[src/rtl/cttc_params.svh]
`ifndef CTTC_PARAMS_SVH
`define CTTC_PARAMS_SVH
`define CTTC_STORE_POS   7'd100
`define CTTC_PROG_STEPS  8'd180
`define CTTC_WORD_BITS   6'd48
`define CTTC_REC_WORDS   4'd14
`define CTTC_TOTAL_BITS  10'd672
`define CTTC_BITS_ALPHA  4'd6
`define CTTC_BITS_NUM    4'd4
`define CTTC_BITS_TRANS  4'd12
`define CTTC_FILL_E      4'd12
`define CTTC_FILL_D      4'd8
`define CTTC_FILL_B      4'd4
`define CTTC_IDX_SERIAL  6'd15
`define CTTC_IDX_CTRL    6'd16
`define CTTC_BLK_SECOND  6'd16
`define CTTC_CW_GOOD     48'h4000_0000_0000
`define CTTC_SENT_OP     4'hA
`define CTTC_SENT_C      16'h1983
`define CTTC_BLANK_CODE  6'h30
`define CTTC_RUNID_WT    4'd9
`endif

[src/rtl/cttc_pkg.sv]
`default_nettype none
package cttc_pkg;
   typedef enum logic [2:0] {SK_CONV, SK_FILL12, SK_FILL8, SK_FILL4, SK_END} cttc_kind_t;
   typedef enum logic [3:0] {
      CM_TRANS, CM_ALPHA_BD, CM_ALPHA_BP, CM_NUM_BD, CM_NUM_BP,
      CM_HEX_BD, CM_HEX_BP, CM_SIGN_BD, CM_SIGN_BP
   } cttc_method_t;
   typedef struct packed {
      cttc_kind_t   kind;
      cttc_method_t method;
   } cttc_step_t;
   // Column rows: [11:2] rows 9..0, [1] X, [0] R
   typedef struct packed {
      logic        col_stb;
      logic [6:0]  col_pos;
      logic [11:0] rd1;
      logic [11:0] rd2;
      logic        card_end;
      logic        batch_end;
      logic        tape_ready;
      logic        long_reject;
      logic        restart;
      logic        serial_load;
      logic [47:0] serial_preset;
      logic        runid_en;
      logic [11:0] runid_sw;
   } cttc_pins_t;
   typedef struct packed {
      logic [5:0]  idx;
      logic [47:0] data;
   } cttc_tword_t;
   typedef enum logic [2:0] {ST_IDLE, ST_FETCH, ST_SHIFT, ST_W15, ST_W16, ST_DONE, ST_HALT}
      cttc_state_t;
endpackage : cttc_pkg
`default_nettype wire

[src/rtl/cttc_core.sv]
`include "cttc_params.svh"
`default_nettype none
module cttc_core (
   input  wire logic               ref_clk,
   input  wire logic               rst_n,
   input  wire logic               ce,
   input  wire logic               prog_we,
   input  wire logic [7:0]         prog_addr,
   input  wire cttc_pkg::cttc_step_t prog_step,
   input  wire cttc_pkg::cttc_pins_t pins,
   output logic                    card_to_stacker,
   output logic                    serial_print_stb,
   output logic [47:0]             serial_print_val,
   output logic                    tape_valid,
   output cttc_pkg::cttc_tword_t   tape_word,
   output logic                    tape_blk_end,
   output logic                    ind_conv_err,
   output logic                    ind_long_tape,
   output logic                    halted,
   output logic                    runid_bad
);
   import cttc_pkg::*;

   // ----------------------------------------
   // Pin synchroniser
   // ----------------------------------------
   cttc_pins_t s1_ff, s2_ff, s3_ff;
   always_ff @(posedge ref_clk or negedge rst_n) begin
      if (!rst_n) begin
         s1_ff <= '0;
         s2_ff <= '0;
         s3_ff <= '0;
      end else if (ce) begin
         s1_ff <= pins;
         s2_ff <= s1_ff;
         s3_ff <= s2_ff;
      end
   end
   logic col_p, end_p, batch_p, long_p, rst_p, load_p, trdy;
   assign col_p   = s2_ff.col_stb & ~s3_ff.col_stb;
   assign end_p   = s2_ff.card_end & ~s3_ff.card_end;
   assign batch_p = s2_ff.batch_end & ~s3_ff.batch_end;
   assign long_p  = s2_ff.long_reject & ~s3_ff.long_reject;
   assign rst_p   = s2_ff.restart & ~s3_ff.restart;
   assign load_p  = s2_ff.serial_load & ~s3_ff.serial_load;
   assign trdy    = s2_ff.tape_ready;

   // ----------------------------------------
   // Column conversion
   // ----------------------------------------
   function automatic logic [16:0] conv(input cttc_method_t m, input logic [11:0] c);
      logic [3:0] n;
      logic [3:0] num;
      logic       blank;
      logic       multi;
      logic       bd;
      logic [11:0] v;
      logic [3:0]  w;
      n     = 4'd0;
      num   = 4'd0;
      multi = 1'b0;
      for (int i = 0; i < 10; i++) begin
         if (c[i + 2]) begin
            num = 4'(i);
         end
      end
      multi = ($countones(c[11:2]) > 1);
      blank = (c == 12'h000);
      bd    = (m == CM_ALPHA_BD) || (m == CM_NUM_BD) || (m == CM_HEX_BD) ||
              (m == CM_SIGN_BD);
      v = 12'h000;
      case (m)
         CM_TRANS: begin
            n     = `CTTC_BITS_TRANS;
            multi = 1'b0; // Every punch pattern is legal in plain copy
            v     = c;
         end
         CM_ALPHA_BD, CM_ALPHA_BP: begin
            n = `CTTC_BITS_ALPHA;
            v = {6'h00, c[1:0], num};
         end
         CM_NUM_BD, CM_NUM_BP: begin
            n = `CTTC_BITS_NUM;
            blank = (c[11:2] == 10'h000);
            v = {8'h00, num};
         end
         CM_HEX_BD, CM_HEX_BP: begin
            n = `CTTC_BITS_NUM;
            blank = (c[11:2] == 10'h000) && !c[0];
            v = {8'h00, num | {c[0], 3'h0}};
         end
         default: begin
            n = `CTTC_BITS_NUM;
            multi = 1'b0;
            v = {8'h00, 2'b01, c[1], c[0]};
         end
      endcase
      w = n;
      return {(bd && blank) || multi, w, v};
   endfunction : conv

   // ----------------------------------------
   // Staging store and step program
   // ----------------------------------------
   logic [11:0] store_ff [100];
   cttc_step_t  prog_ff  [180];
   cttc_state_t st_ff, nxt_st;
   always_ff @(posedge ref_clk) begin
      if (ce && col_p && st_ff == ST_IDLE && s2_ff.col_pos < `CTTC_STORE_POS) begin
         store_ff[s2_ff.col_pos] <= s2_ff.rd1;
      end
      if (ce && prog_we && prog_addr < `CTTC_PROG_STEPS) begin
         prog_ff[prog_addr] <= prog_step;
      end
   end

   // ----------------------------------------
   // Serial count
   // ----------------------------------------
   logic [47:0] ser_ff, nxt_ser, ser_inc;
   logic [7:0]  cy;
   assign cy[0] = 1'b1;
   genvar g;
   generate
      for (g = 0; g < 7; g++) begin : g_dig
         logic [3:0] d;
         assign d = ser_ff[4 * g +: 4];
         assign ser_inc[4 * g +: 4] = !cy[g] ? d : (d == 4'd9) ? 4'd0 : d + 4'd1;
         assign cy[g + 1] = cy[g] && d == 4'd9;
      end
   endgenerate
   assign ser_inc[47:28] = ser_ff[47:28];

   // ----------------------------------------
   // Sequencer
   // ----------------------------------------
   logic [7:0]  pc_ff, nxt_pc;
   logic [6:0]  colp_ff, nxt_colp;
   logic [11:0] sh_ff, nxt_sh;
   logic [3:0]  shn_ff, nxt_shn;
   logic [47:0] acc_ff, nxt_acc, prt_ff, nxt_prt;
   logic [5:0]  nb_ff, nxt_nb;
   logic [3:0]  widx_ff, nxt_widx;
   logic [9:0]  tb_ff, nxt_tb;
   logic ill_ff, nxt_ill, cerr_ff, nxt_cerr, half_ff, nxt_half, pstb_ff, nxt_pstb;
   logic serr_ff, nxt_serr, slong_ff, nxt_slong, blk_ff, nxt_blk, tv_ff, nxt_tv;
   cttc_tword_t tw_ff, nxt_tw;
   cttc_step_t  stp;
   logic [16:0] cv;
   logic        ofree, stop_any, id_ok;
   logic [5:0]  base;
   logic [47:0] cw16;

   assign stp      = prog_ff[pc_ff];
   assign cv       = conv(stp.method, store_ff[colp_ff]);
   assign ofree    = !tv_ff || trdy;
   assign stop_any = serr_ff || slong_ff;
   assign base     = half_ff ? `CTTC_BLK_SECOND : 6'd0;
   assign id_ok    = s2_ff.runid_en && ($countones(s2_ff.runid_sw) == 32'(`CTTC_RUNID_WT));
   always_comb begin
      cw16 = ill_ff ? {`CTTC_SENT_OP, 12'h000, 16'h0000, `CTTC_SENT_C} : `CTTC_CW_GOOD;
      if (id_ok) begin
         cw16[43:32] = s2_ff.runid_sw;
      end
      if (cerr_ff) begin
         cw16 = {8{`CTTC_BLANK_CODE}};
      end
   end

   always_comb begin
      nxt_st = st_ff;   nxt_pc = pc_ff;   nxt_colp = colp_ff; nxt_sh = sh_ff;
      nxt_shn = shn_ff; nxt_acc = acc_ff; nxt_nb = nb_ff;     nxt_widx = widx_ff;
      nxt_tb = tb_ff;   nxt_ill = ill_ff; nxt_cerr = cerr_ff; nxt_half = half_ff;
      nxt_serr = serr_ff; nxt_slong = slong_ff; nxt_ser = ser_ff; nxt_prt = prt_ff;
      nxt_pstb = 1'b0;  nxt_blk = 1'b0;   nxt_tw = tw_ff;
      nxt_tv = tv_ff && !trdy;
      if (col_p && st_ff == ST_IDLE && s2_ff.rd1 != s2_ff.rd2) begin
         nxt_cerr = 1'b1;
      end
      case (st_ff)
         ST_IDLE: begin
            if (load_p) begin
               nxt_ser = s2_ff.serial_preset;
            end
            if (end_p && !stop_any) begin
               nxt_prt  = ser_ff;
               nxt_pstb = 1'b1;
               nxt_ser  = ser_inc;
               nxt_pc = 8'd0; nxt_colp = 7'd0; nxt_nb = 6'd0;
               nxt_widx = 4'd0; nxt_tb = 10'd0; nxt_acc = 48'h0;
               nxt_st = ST_FETCH;
            end else if (batch_p && half_ff) begin
               nxt_half = 1'b0;
               nxt_blk  = 1'b1;
            end else if (stop_any) begin
               nxt_st = ST_HALT;
            end
         end
         ST_FETCH: begin
            if (nb_ff == `CTTC_WORD_BITS) begin
               if (ofree) begin
                  nxt_tv = 1'b1;
                  nxt_nb = 6'd0;
                  if (widx_ff == `CTTC_REC_WORDS) begin
                     nxt_cerr = 1'b1;
                     nxt_tv   = tv_ff && !trdy;
                  end else begin
                     nxt_widx = widx_ff + 4'd1;
                     nxt_tw   = '{base + {2'b00, widx_ff} + 6'd1, acc_ff};
                  end
               end
            end else if (pc_ff == `CTTC_PROG_STEPS) begin
               nxt_cerr = 1'b1;
               nxt_st   = ST_W15;
            end else begin
               nxt_pc  = pc_ff + 8'd1;
               nxt_st  = ST_SHIFT;
               nxt_sh  = 12'h000;
               case (stp.kind)
                  SK_CONV: begin
                     if (colp_ff == `CTTC_STORE_POS) begin
                        nxt_cerr = 1'b1;
                        nxt_st   = ST_W15;
                     end else begin
                        nxt_colp = colp_ff + 7'd1;
                        nxt_shn  = cv[15:12];
                        nxt_sh   = cv[11:0] << (4'd12 - cv[15:12]);
                        nxt_ill  = ill_ff | cv[16];
                     end
                  end
                  SK_FILL12: nxt_shn = `CTTC_FILL_E;
                  SK_FILL8:  nxt_shn = `CTTC_FILL_D;
                  SK_FILL4:  nxt_shn = `CTTC_FILL_B;
                  default: begin
                     if (tb_ff != `CTTC_TOTAL_BITS) begin
                        nxt_cerr = 1'b1;
                     end
                     nxt_st = ST_W15;
                  end
               endcase
            end
         end
         ST_SHIFT: begin
            if (shn_ff == 4'd0 || nb_ff == `CTTC_WORD_BITS) begin
               nxt_st = ST_FETCH;
            end else begin
               nxt_acc = {acc_ff[46:0], sh_ff[11]};
               nxt_sh  = {sh_ff[10:0], 1'b0};
               nxt_shn = shn_ff - 4'd1;
               nxt_nb  = nb_ff + 6'd1;
               nxt_tb  = tb_ff + 10'd1;
            end
         end
         ST_W15: begin
            if (ofree) begin
               nxt_tv = 1'b1;
               nxt_tw = '{base + `CTTC_IDX_SERIAL, prt_ff};
               nxt_st = ST_W16;
            end
         end
         ST_W16: begin
            if (ofree) begin
               nxt_tv = 1'b1;
               nxt_tw = '{base + `CTTC_IDX_CTRL, cw16};
               nxt_st = ST_DONE;
            end
         end
         ST_DONE: begin
            nxt_half = !half_ff;
            nxt_blk  = half_ff;
            nxt_ill  = 1'b0;
            nxt_cerr = 1'b0;
            nxt_serr = serr_ff | cerr_ff;
            nxt_st   = (cerr_ff || stop_any) ? ST_HALT : ST_IDLE;
         end
         ST_HALT: begin
            if (rst_p) begin
               nxt_serr = 1'b0;
               nxt_slong = 1'b0;
               nxt_st = ST_IDLE;
            end
         end
         default: nxt_st = ST_HALT;
      endcase
      // Set wins over a restart in the same cycle
      if (long_p) begin
         nxt_slong = 1'b1;
      end
   end

   always_ff @(posedge ref_clk or negedge rst_n) begin
      if (!rst_n) begin
         st_ff <= ST_IDLE; pc_ff <= '0; colp_ff <= '0; sh_ff <= '0; shn_ff <= '0;
         acc_ff <= '0; nb_ff <= '0; widx_ff <= '0; tb_ff <= '0; ill_ff <= 1'b0;
         cerr_ff <= 1'b0; half_ff <= 1'b0; serr_ff <= 1'b0; slong_ff <= 1'b0;
         ser_ff <= '0; prt_ff <= '0; pstb_ff <= 1'b0; blk_ff <= 1'b0;
         tv_ff <= 1'b0; tw_ff <= '0;
      end else if (ce) begin
         st_ff <= nxt_st; pc_ff <= nxt_pc; colp_ff <= nxt_colp; sh_ff <= nxt_sh;
         shn_ff <= nxt_shn; acc_ff <= nxt_acc; nb_ff <= nxt_nb; widx_ff <= nxt_widx;
         tb_ff <= nxt_tb; ill_ff <= nxt_ill; cerr_ff <= nxt_cerr; half_ff <= nxt_half;
         serr_ff <= nxt_serr; slong_ff <= nxt_slong; ser_ff <= nxt_ser; prt_ff <= nxt_prt;
         pstb_ff <= nxt_pstb; blk_ff <= nxt_blk; tv_ff <= nxt_tv; tw_ff <= nxt_tw;
      end
   end

   assign card_to_stacker  = st_ff != ST_HALT && !stop_any;
   assign serial_print_stb = pstb_ff;
   assign serial_print_val = prt_ff;
   assign tape_valid       = tv_ff;
   assign tape_word        = tw_ff;
   assign tape_blk_end     = blk_ff;
   assign ind_conv_err     = serr_ff;
   assign ind_long_tape    = slong_ff;
   assign halted           = st_ff == ST_HALT;
   assign runid_bad        = s2_ff.runid_en && !id_ok;
endmodule : cttc_core
`default_nettype wire

[config.mk]
export PLATFORM = sky130hd
export DESIGN_NAME = cttc_core
export DESIGN_NICKNAME = d
export VERILOG_FILES = /design/src/rtl/cttc_pkg.sv /design/src/rtl/cttc_core.sv
export VERILOG_INCLUDE_DIRS = /design/src /design/src/rtl
export SDC_FILE = /design/constraint.sdc
export NUM_CORES = 2
export LEC_CHECK = 0
export BUFFER_PORTS_ARGS = -buffer_cell sky130_fd_sc_hd__buf_4
export CAP_MARGIN = 20
export CELL_PAD_IN_SITES_DETAIL_PLACEMENT = 1
export CELL_PAD_IN_SITES_GLOBAL_PLACEMENT = 2
export CORE_MARGIN = 5
export CORE_UTILIZATION = 44
export DETAILED_ROUTE_END_ITERATION = 8
export PLACE_DENSITY_LB_ADDON = 0.12
export SLEW_MARGIN = 20
export SYNTH_ARGS = -nofsm -noshare
export SYNTH_HDL_FRONTEND = slang
export SYNTH_SLANG_ARGS = --single-unit
[constraint.sdc]
create_clock -name ref_clk -period 5.8 [get_ports ref_clk]
set_clock_uncertainty 0.05 [all_clocks]
set_input_delay 0 -clock ref_clk [delete_from_list [all_inputs] [get_ports ref_clk]]
set_output_delay 0 -clock ref_clk [all_outputs]
set_load 0.005 [all_outputs]
* Word-level counts from Yosys, hierarchy flattened
Memories as Yosys holds them, arrays and structs flattened. Cells that the tools add are included.
Operators by class: $add $sub $neg 38, $lt $le $gt $ge 3, eq/ne operators 56, shifts and indexed selects 1, mux-type cells 124, bitwise gates (word level) 16, reductions and logical operators 79
Operators with widths (count):
- $mux 54 | 5
- $mux 48 | 4
- $pmux 54 s3 | 1
- $mux 4 | 29
- $pmux 48 s2 | 1
- $mux 12 | 6
- $mux 28 | 2
- $pmux 12 s4 | 1
- $ne 2x2->1 const B | 18
- $reduce_and 4->1 | 9
- $mux 7 | 5
- $add 4x1->4 const B | 8
- $eq 4x4->1 const B | 8
- $mux 1 | 32
- $mux 3 | 9
- $mux 6 | 4
- $mux 8 | 3
- $pmux 12 s2 | 1
- $pmux 4 s2 | 3
- $add 1x1->2 | 11
- $pmux 3 s7 | 1
- $reduce_and 7->1 | 3
- $logic_and 1x1->1 | 20
- $mux 10 | 2
- other kinds (59) | 131
Storage, ports and cells: register bits 464, memory bits (writable) 2460, input port bits 118, output and inout port bits 110, logic and storage cells 379, memories kept 2
Memory list:
- prog_ff | words 180, width 7, read ports 1, clocked after memory_dff 0, wr ports 1, RTL line cttc_core.sv:106 | cttc_step_t prog_ff [180];
- store_ff | words 100, width 12, read ports 1, clocked after memory_dff 0, wr ports 1, RTL line cttc_core.sv:105 | logic [11:0] store_ff [100];

* Logic depth before layout (Yosys ltp)
An unclocked memory read counts as a cell.
depth after elaboration 18, gate-level depth with buffers 24, depth with buffers taken out 19

* Worst setup path after synthesis
OpenSTA, ideal clock, no wires.
path type register -> register, start register colp_ff[0], end register ill_ff, library setup time 77 ps, arrival 5807 ps, required time 5673 ps, slack -134 ps, cell stages (with the launch flop) 22, path buffers 5, clock period less this slack 5934 ps, cell sequence dfrtp_1 > buf_4 > buf_4 > buf_4 > buf_2 > buf_2 > mux4_2 > mux4_2 > mux2i_1 > o21ai_0 > mux2i_1 > fa_1 > fa_1 > fa_1 > inv_1 > ha_1 > inv_1 > fa_1 > mux2_2 > a211oi_1 > o211ai_1 > a21oi_1
On the way: word-level cells in the longest chain between the ends 14, elaborated cells on any way between the ends 28, classes of those cells add/sub (9); order compare (1); eq/ne (2); mux (7); bitwise (1); reduce/logical (7); memory (1)
RTL lines:
- start: declaration | RTL line cttc_core.sv:138 | logic [6:0] colp_ff, nxt_colp;
- start signal: assignment | RTL line cttc_core.sv:299 | st_ff <= nxt_st; pc_ff <= nxt_pc; colp_ff <= nxt_colp; sh_ff <= nxt_sh;
- $mem_v2 100x12
- $add 1x1->2 (not written as such) | RTL line cttc_core.sv:67 | multi = ($countones(c[11:2]) > 1);
- $add 2x2->3 (not written as such) | RTL line cttc_core.sv:67
- $add 3x3->4 (not written as such) | RTL line cttc_core.sv:67
- $add 4x2->5 (not written as such) | RTL line cttc_core.sv:67
- $gt 5x1->1 | RTL line cttc_core.sv:67
- $mux 1 | RTL line cttc_core.sv:72 | case (m)
- $logic_or 1x1->1 | RTL line cttc_core.sv:99 | return {(bd && blank) || multi, w, v};
- $or 1x1->1 | RTL line cttc_core.sv:228 | nxt_ill = ill_ff | cv[16];
- $mux 1 | RTL line cttc_core.sv:221 | if (colp_ff == `CTTC_STORE_POS) begin
- $mux 1 | RTL line cttc_core.sv:219 | case (stp.kind)
- $mux 1 | RTL line cttc_core.sv:212 | end else if (pc_ff == `CTTC_PROG_STEPS) begin
- $mux 1 | RTL line cttc_core.sv:200 | if (nb_ff == `CTTC_WORD_BITS) begin
- $pmux 1 s2 | RTL line cttc_core.sv:180 | case (st_ff)
- end signal: assignment | RTL line cttc_core.sv:301 | tb_ff <= nxt_tb; ill_ff <= nxt_ill; cerr_ff <= nxt_cerr; half_ff <= nxt_half;
- end: declaration | RTL line cttc_core.sv:145 | logic ill_ff, nxt_ill, cerr_ff, nxt_cerr, half_ff, nxt_half, pstb_ff, nxt_pstb;
Several ways; a longest one is shown, not always the timed one. The select of a mux whose other input is x is not followed. A chain may end at the register's enable or synchronous reset.

* Worst setup path in the final report
Ends and elaborated chain as after synthesis.

==> results list <==
* Num CTS Buffers: 315
* Total global routing overflow: 0
- At the end of routability-driven placement, the weighted congestion stood at 0.804.
* Total nets after synthesis: 6307
- Post-synthesis sequential area ratio: 73.4%
* Number of DRC violations after detailed routing: 0
- Counting flops with an async set or reset pin after synthesis yields a share of 15.9%.
- The startpoint identified for the worst register-to-register timing path is colp_ff[0]$_DFFE_PN0P_.
- In this run, the number of DRC markers left after iteration 0 of detailed routing was 6206.
- After legalization and detailed placement, the total HPWL measured 208000 um.
- RSZ-0062 raised after global routing: yes
- Crit Reg-Reg Endpoint: ill_ff$_DFFE_PN0P_
- By count the netlist is led by 2460 x edfxtp_1, 617 x mux4_2, 468 x nand2_1, 464 x dfrtp_1, 407 x nor2_1.
- Yosys mapped a number of flops with a built-in enable equal to 2460.
- Per report_power, the clock group accounts for 32.7% of the total.
- In this run, distinct cell masters in the synthesized netlist total 97.
- The floorplan has 188 rows.
* Run status: completed
* Total internal power: 43.5 mW
- Entering global routing, the biggest net connects 178 pins.
* Final routed wire length divided by cell count: 30.5 um
* Area taken by flip-flops and latches: 0.0856 mm2
- In this run the static leakage power is 46.6 nW.
* Hold Vio Cnt, Final: 0
- CTS placed an instance of clkbuf_16 at the clock tree root.
- By area the synthesized netlist is led by edfxtp_1 63%, mux4_2 12%, dfrtp_1 10%, mux2_2 2.4%, nand2_1 1.5%.
- CTS tree: done
- Share of final-layout standard cells stronger than drive strength 1: 29.2%
- Once the floorplan was initialized, standard cells occupied 44.3% of the core.
- The setup check on the worst reg-to-reg path leaves a slack of 0.04 ns.
- Summing all multi-input logic gate instances after layout gives 0.0289 mm2.
- Synthesis-stage register bit count: 2924
- Timing analysis after detailed placement gives a worst setup slack of -0.343 ns.
* Die outline area: 0.275 mm2
- Kind of end point of the critical path: flop
- Net switching is 29.9% of the power.
- For this design the total switching power over the nets is 18.5 mW.
- The pre-antenna-repair detailed-routing pass consisted of 6 iterations.
- edfxtp_1 takes more of the synthesized area than any other cell.
* Share of power burned in registers: 39.6%
- Die Width: 524 um
* Post-synth top area share: 63.5%
- For the worst setup path, the data required time is 6.57 ns.
* CP max-delay cell: fa_2
- The largest single stage delay on the critical path is 0.60 ns.
- Counting the fill cells in the layout gives 23700.
* Final count of negative-setup-slack endpoints: 0
* Crit path time final: 5.76 ns
* Clock Tree Buf Depth: 4
- The critical path goes through buf_12 > buf_12 > buf_16 > mux4_2 > mux4_2 > mux4_2 > mux2i_4 > buf_6 > fa_2 > fa_2 > fa_1 > inv_1 > ha_2 > inv_2 > fa_2 > mux2_4 > a211oi_2 > o211ai_1 > a21oi_1.
- Power per Cell Area: 449 mW/mm2
* Part of the power in combinational logic: 27.7%
- Across every metal layer, demand over resource in global routing totals 23.8%.
- Area inside the core boundary: 0.263 mm2
- Final WL: 331000 um
* Flip-flop cell with the highest count after synthesis: edfxtp_1
- Arrival time at the worst endpoint: 6.54 ns
* Number of cells produced by synthesis: 6157
- The area growth from synthesis to layout is 18.5%.
* VDD IR max: 314 uV
- Setup crit start kind: flop
- Start point of the critical path: colp_ff[0]$_DFFE_PN0P_
- After synthesis the cells add up to 0.116 mm2.
* Avg Synthesized Cell Area: 18.9 um2
- Headroom to the max-slew limit came out at 20.0%.
* Ratio of routed vias to standard cells: 5.82
- First-pass GRT wire length: 479000 um
* Post-route clock period utilization: 99.4%
* Yosys warns: 0
- Setup Total Neg Slack: 0 ns
- The count of buffers added on input and output ports is 227.
* Max Clock Freq: 174 MHz
- Measured slew at the worst slew-check pin: 1.17 ns
* Clk sink count: 2924
- Number of pins exceeding their max-slew limit in the final report: 0
* Remaining antenna violation count: 0
- Once routing completed, OpenROAD measured the worst setup slack at 0.0369 ns.
* HP Class: in -> reg
* Clk slew on worst S/H paths: 0.06 ns
- The floorplan step set the die height to 524 um.
- For this design the top-level I/O count stands at 228.
- Most used standard cell by instance count after synthesis: edfxtp_1
- Max-cap violations in this run came to 0.
* Overall power after layout: 62.0 mW
* Worst setup path category: reg -> reg
- The final layout contains 7208 nets.
* Worst setup path endpoint: ill_ff$_DFFE_PN0P_
- The via count of the first global-routing pass was 65700.
- The later pin in the worst-skew pair is clocked with a latency of 0.91 ns.
- The number of cells on the worst reg-to-reg path is 19.
* Critical path peak fanout: 5
* Number of antenna violations at the first check in global routing: 16
- The H-tree was split into 5 levels.
* Total number of vias: 63000
-- how the worst min path moves through the flow --
stage / slack, ns / cells past startpoint / start / to
after floorplan: -0.35 / 0 / rst_n / acc_ff[0]$_DFFE_PN0P_
after global placement: -0.03 / 1 / rst_n / s1_ff[60]$_DFFE_PN0P_
after detailed placement: -0.02 / 1 / rst_n / s1_ff[60]$_DFFE_PN0P_
after CTS: 0.03 / 5 / prog_addr[3] / prog_ff[122][2]$_DFFE_PP_
after global routing: 0.11 / 3 / prog_addr[4] / prog_ff[178][3]$_DFFE_PP_
final: 0.10 / 5 / prog_addr[3] / prog_ff[120][3]$_DFFE_PP_
-- state kept, by name, summed over array words and instances (netlist names), 3 cells and up --
register,flops
s1_ff,99
s2_ff,98
store_ff,1200
tb_ff,10
acc_ff,48
colp_ff,7
ser_ff,48
prog_ff,1260
st_ff,3
widx_ff,4
nb_ff,6
tape_word,54
sh_ff,12
shn_ff,4
serial_print_val,48
pc_ff,8
s3_ff,6
-- cell families after synthesis --
family / synth area share, %
multiplexers: 16.3
buffers and inverters: 1.96
flip-flops: 73.4
AO/OA/AOI/OAI: 3.19
XOR/XNOR: 0.263
AND/OR/NAND/NOR: 4.35
adder cells (fa/ha/maj): 0.428
-- critical path, delay by kind of cell (launching register included) --
family          cells  cell delay [ns]
fa+ha+maj           5             1.97
flops               1             0.56
compound gates      3             0.47
mux                 5             1.94
buf+inv             6             0.69
-- power groups by stage --
stage / clock network, mW / registers (mW) / logic [mW]
floorplan: 0 / 24.6 / 9.95
global placement: 0 / 25.0 / 16.1
detailed placement: 0 / 25.1 / 16.2
CTS: 20.7 / 24.6 / 16.9
global route: 21.7 / 24.6 / 18.2
finish: 20.3 / 24.6 / 17.1
-- stage by stage --
step	area (um2)	instances	hold WS, ns	utilization [%]
final	138000	10800	0.103	52.5
after global routing	138000	10800	0.106	52.5
after CTS	138000	10800	0.0308	52.3
after detailed placement	124000	9972	-0.0206	47.4
after global placement	124000	9972	-0.0256	47.4
after floorplan	116000	6157	-0.346	-
-- layout by cell type (no fill, tap or decap), types with 109 or more instances in the layout --
master / instances
nand3_1: 110
mux4_2: 617
mux2_2: 245
o21ai_0: 143
nor2_1: 392
dfrtp_1: 442
edfxtp_1: 2460
buf_4: 623
clkbuf_16: 326
mux2i_1: 109
nand2_1: 459
dlygate4sd3_1: 231
-- repair_timing --
item | in CTS | in global routing
setup endpoints to repair | 1 | 5
gates resized for setup | 24 | 27
cloned | 2 | 2
endpoints found under the hold margin | 1308 | 0
pin swaps | 10 | 6
setup buffers | 32 | 16
hold buffers | 232 | 0
-- final cells by class --
| class | count | area share (%) |
|---|---|---|
| diodes | 3 | 0.00544 |
| clock buffers | 393 | 6.16 |
| clock inverters | 175 | 1.34 |
| inverters | 67 | 0.183 |
| multi-input cells | 2815 | 20.9 |
| flip-flops and latches | 2924 | 62.0 |
| well taps | 3515 | 3.19 |
| repair buffers | 935 | 6.17 |
-- routing by layer --
layer  vias up  GRT usage [%]  routed length, um
li1      26400              -                  -
met1     34100           35.4             147000
met2      1988           37.8             157000
met3       426           3.41              19500
met4         2           5.29               7280
met5         -              0                 13
(Power assumes the default switching activity.)
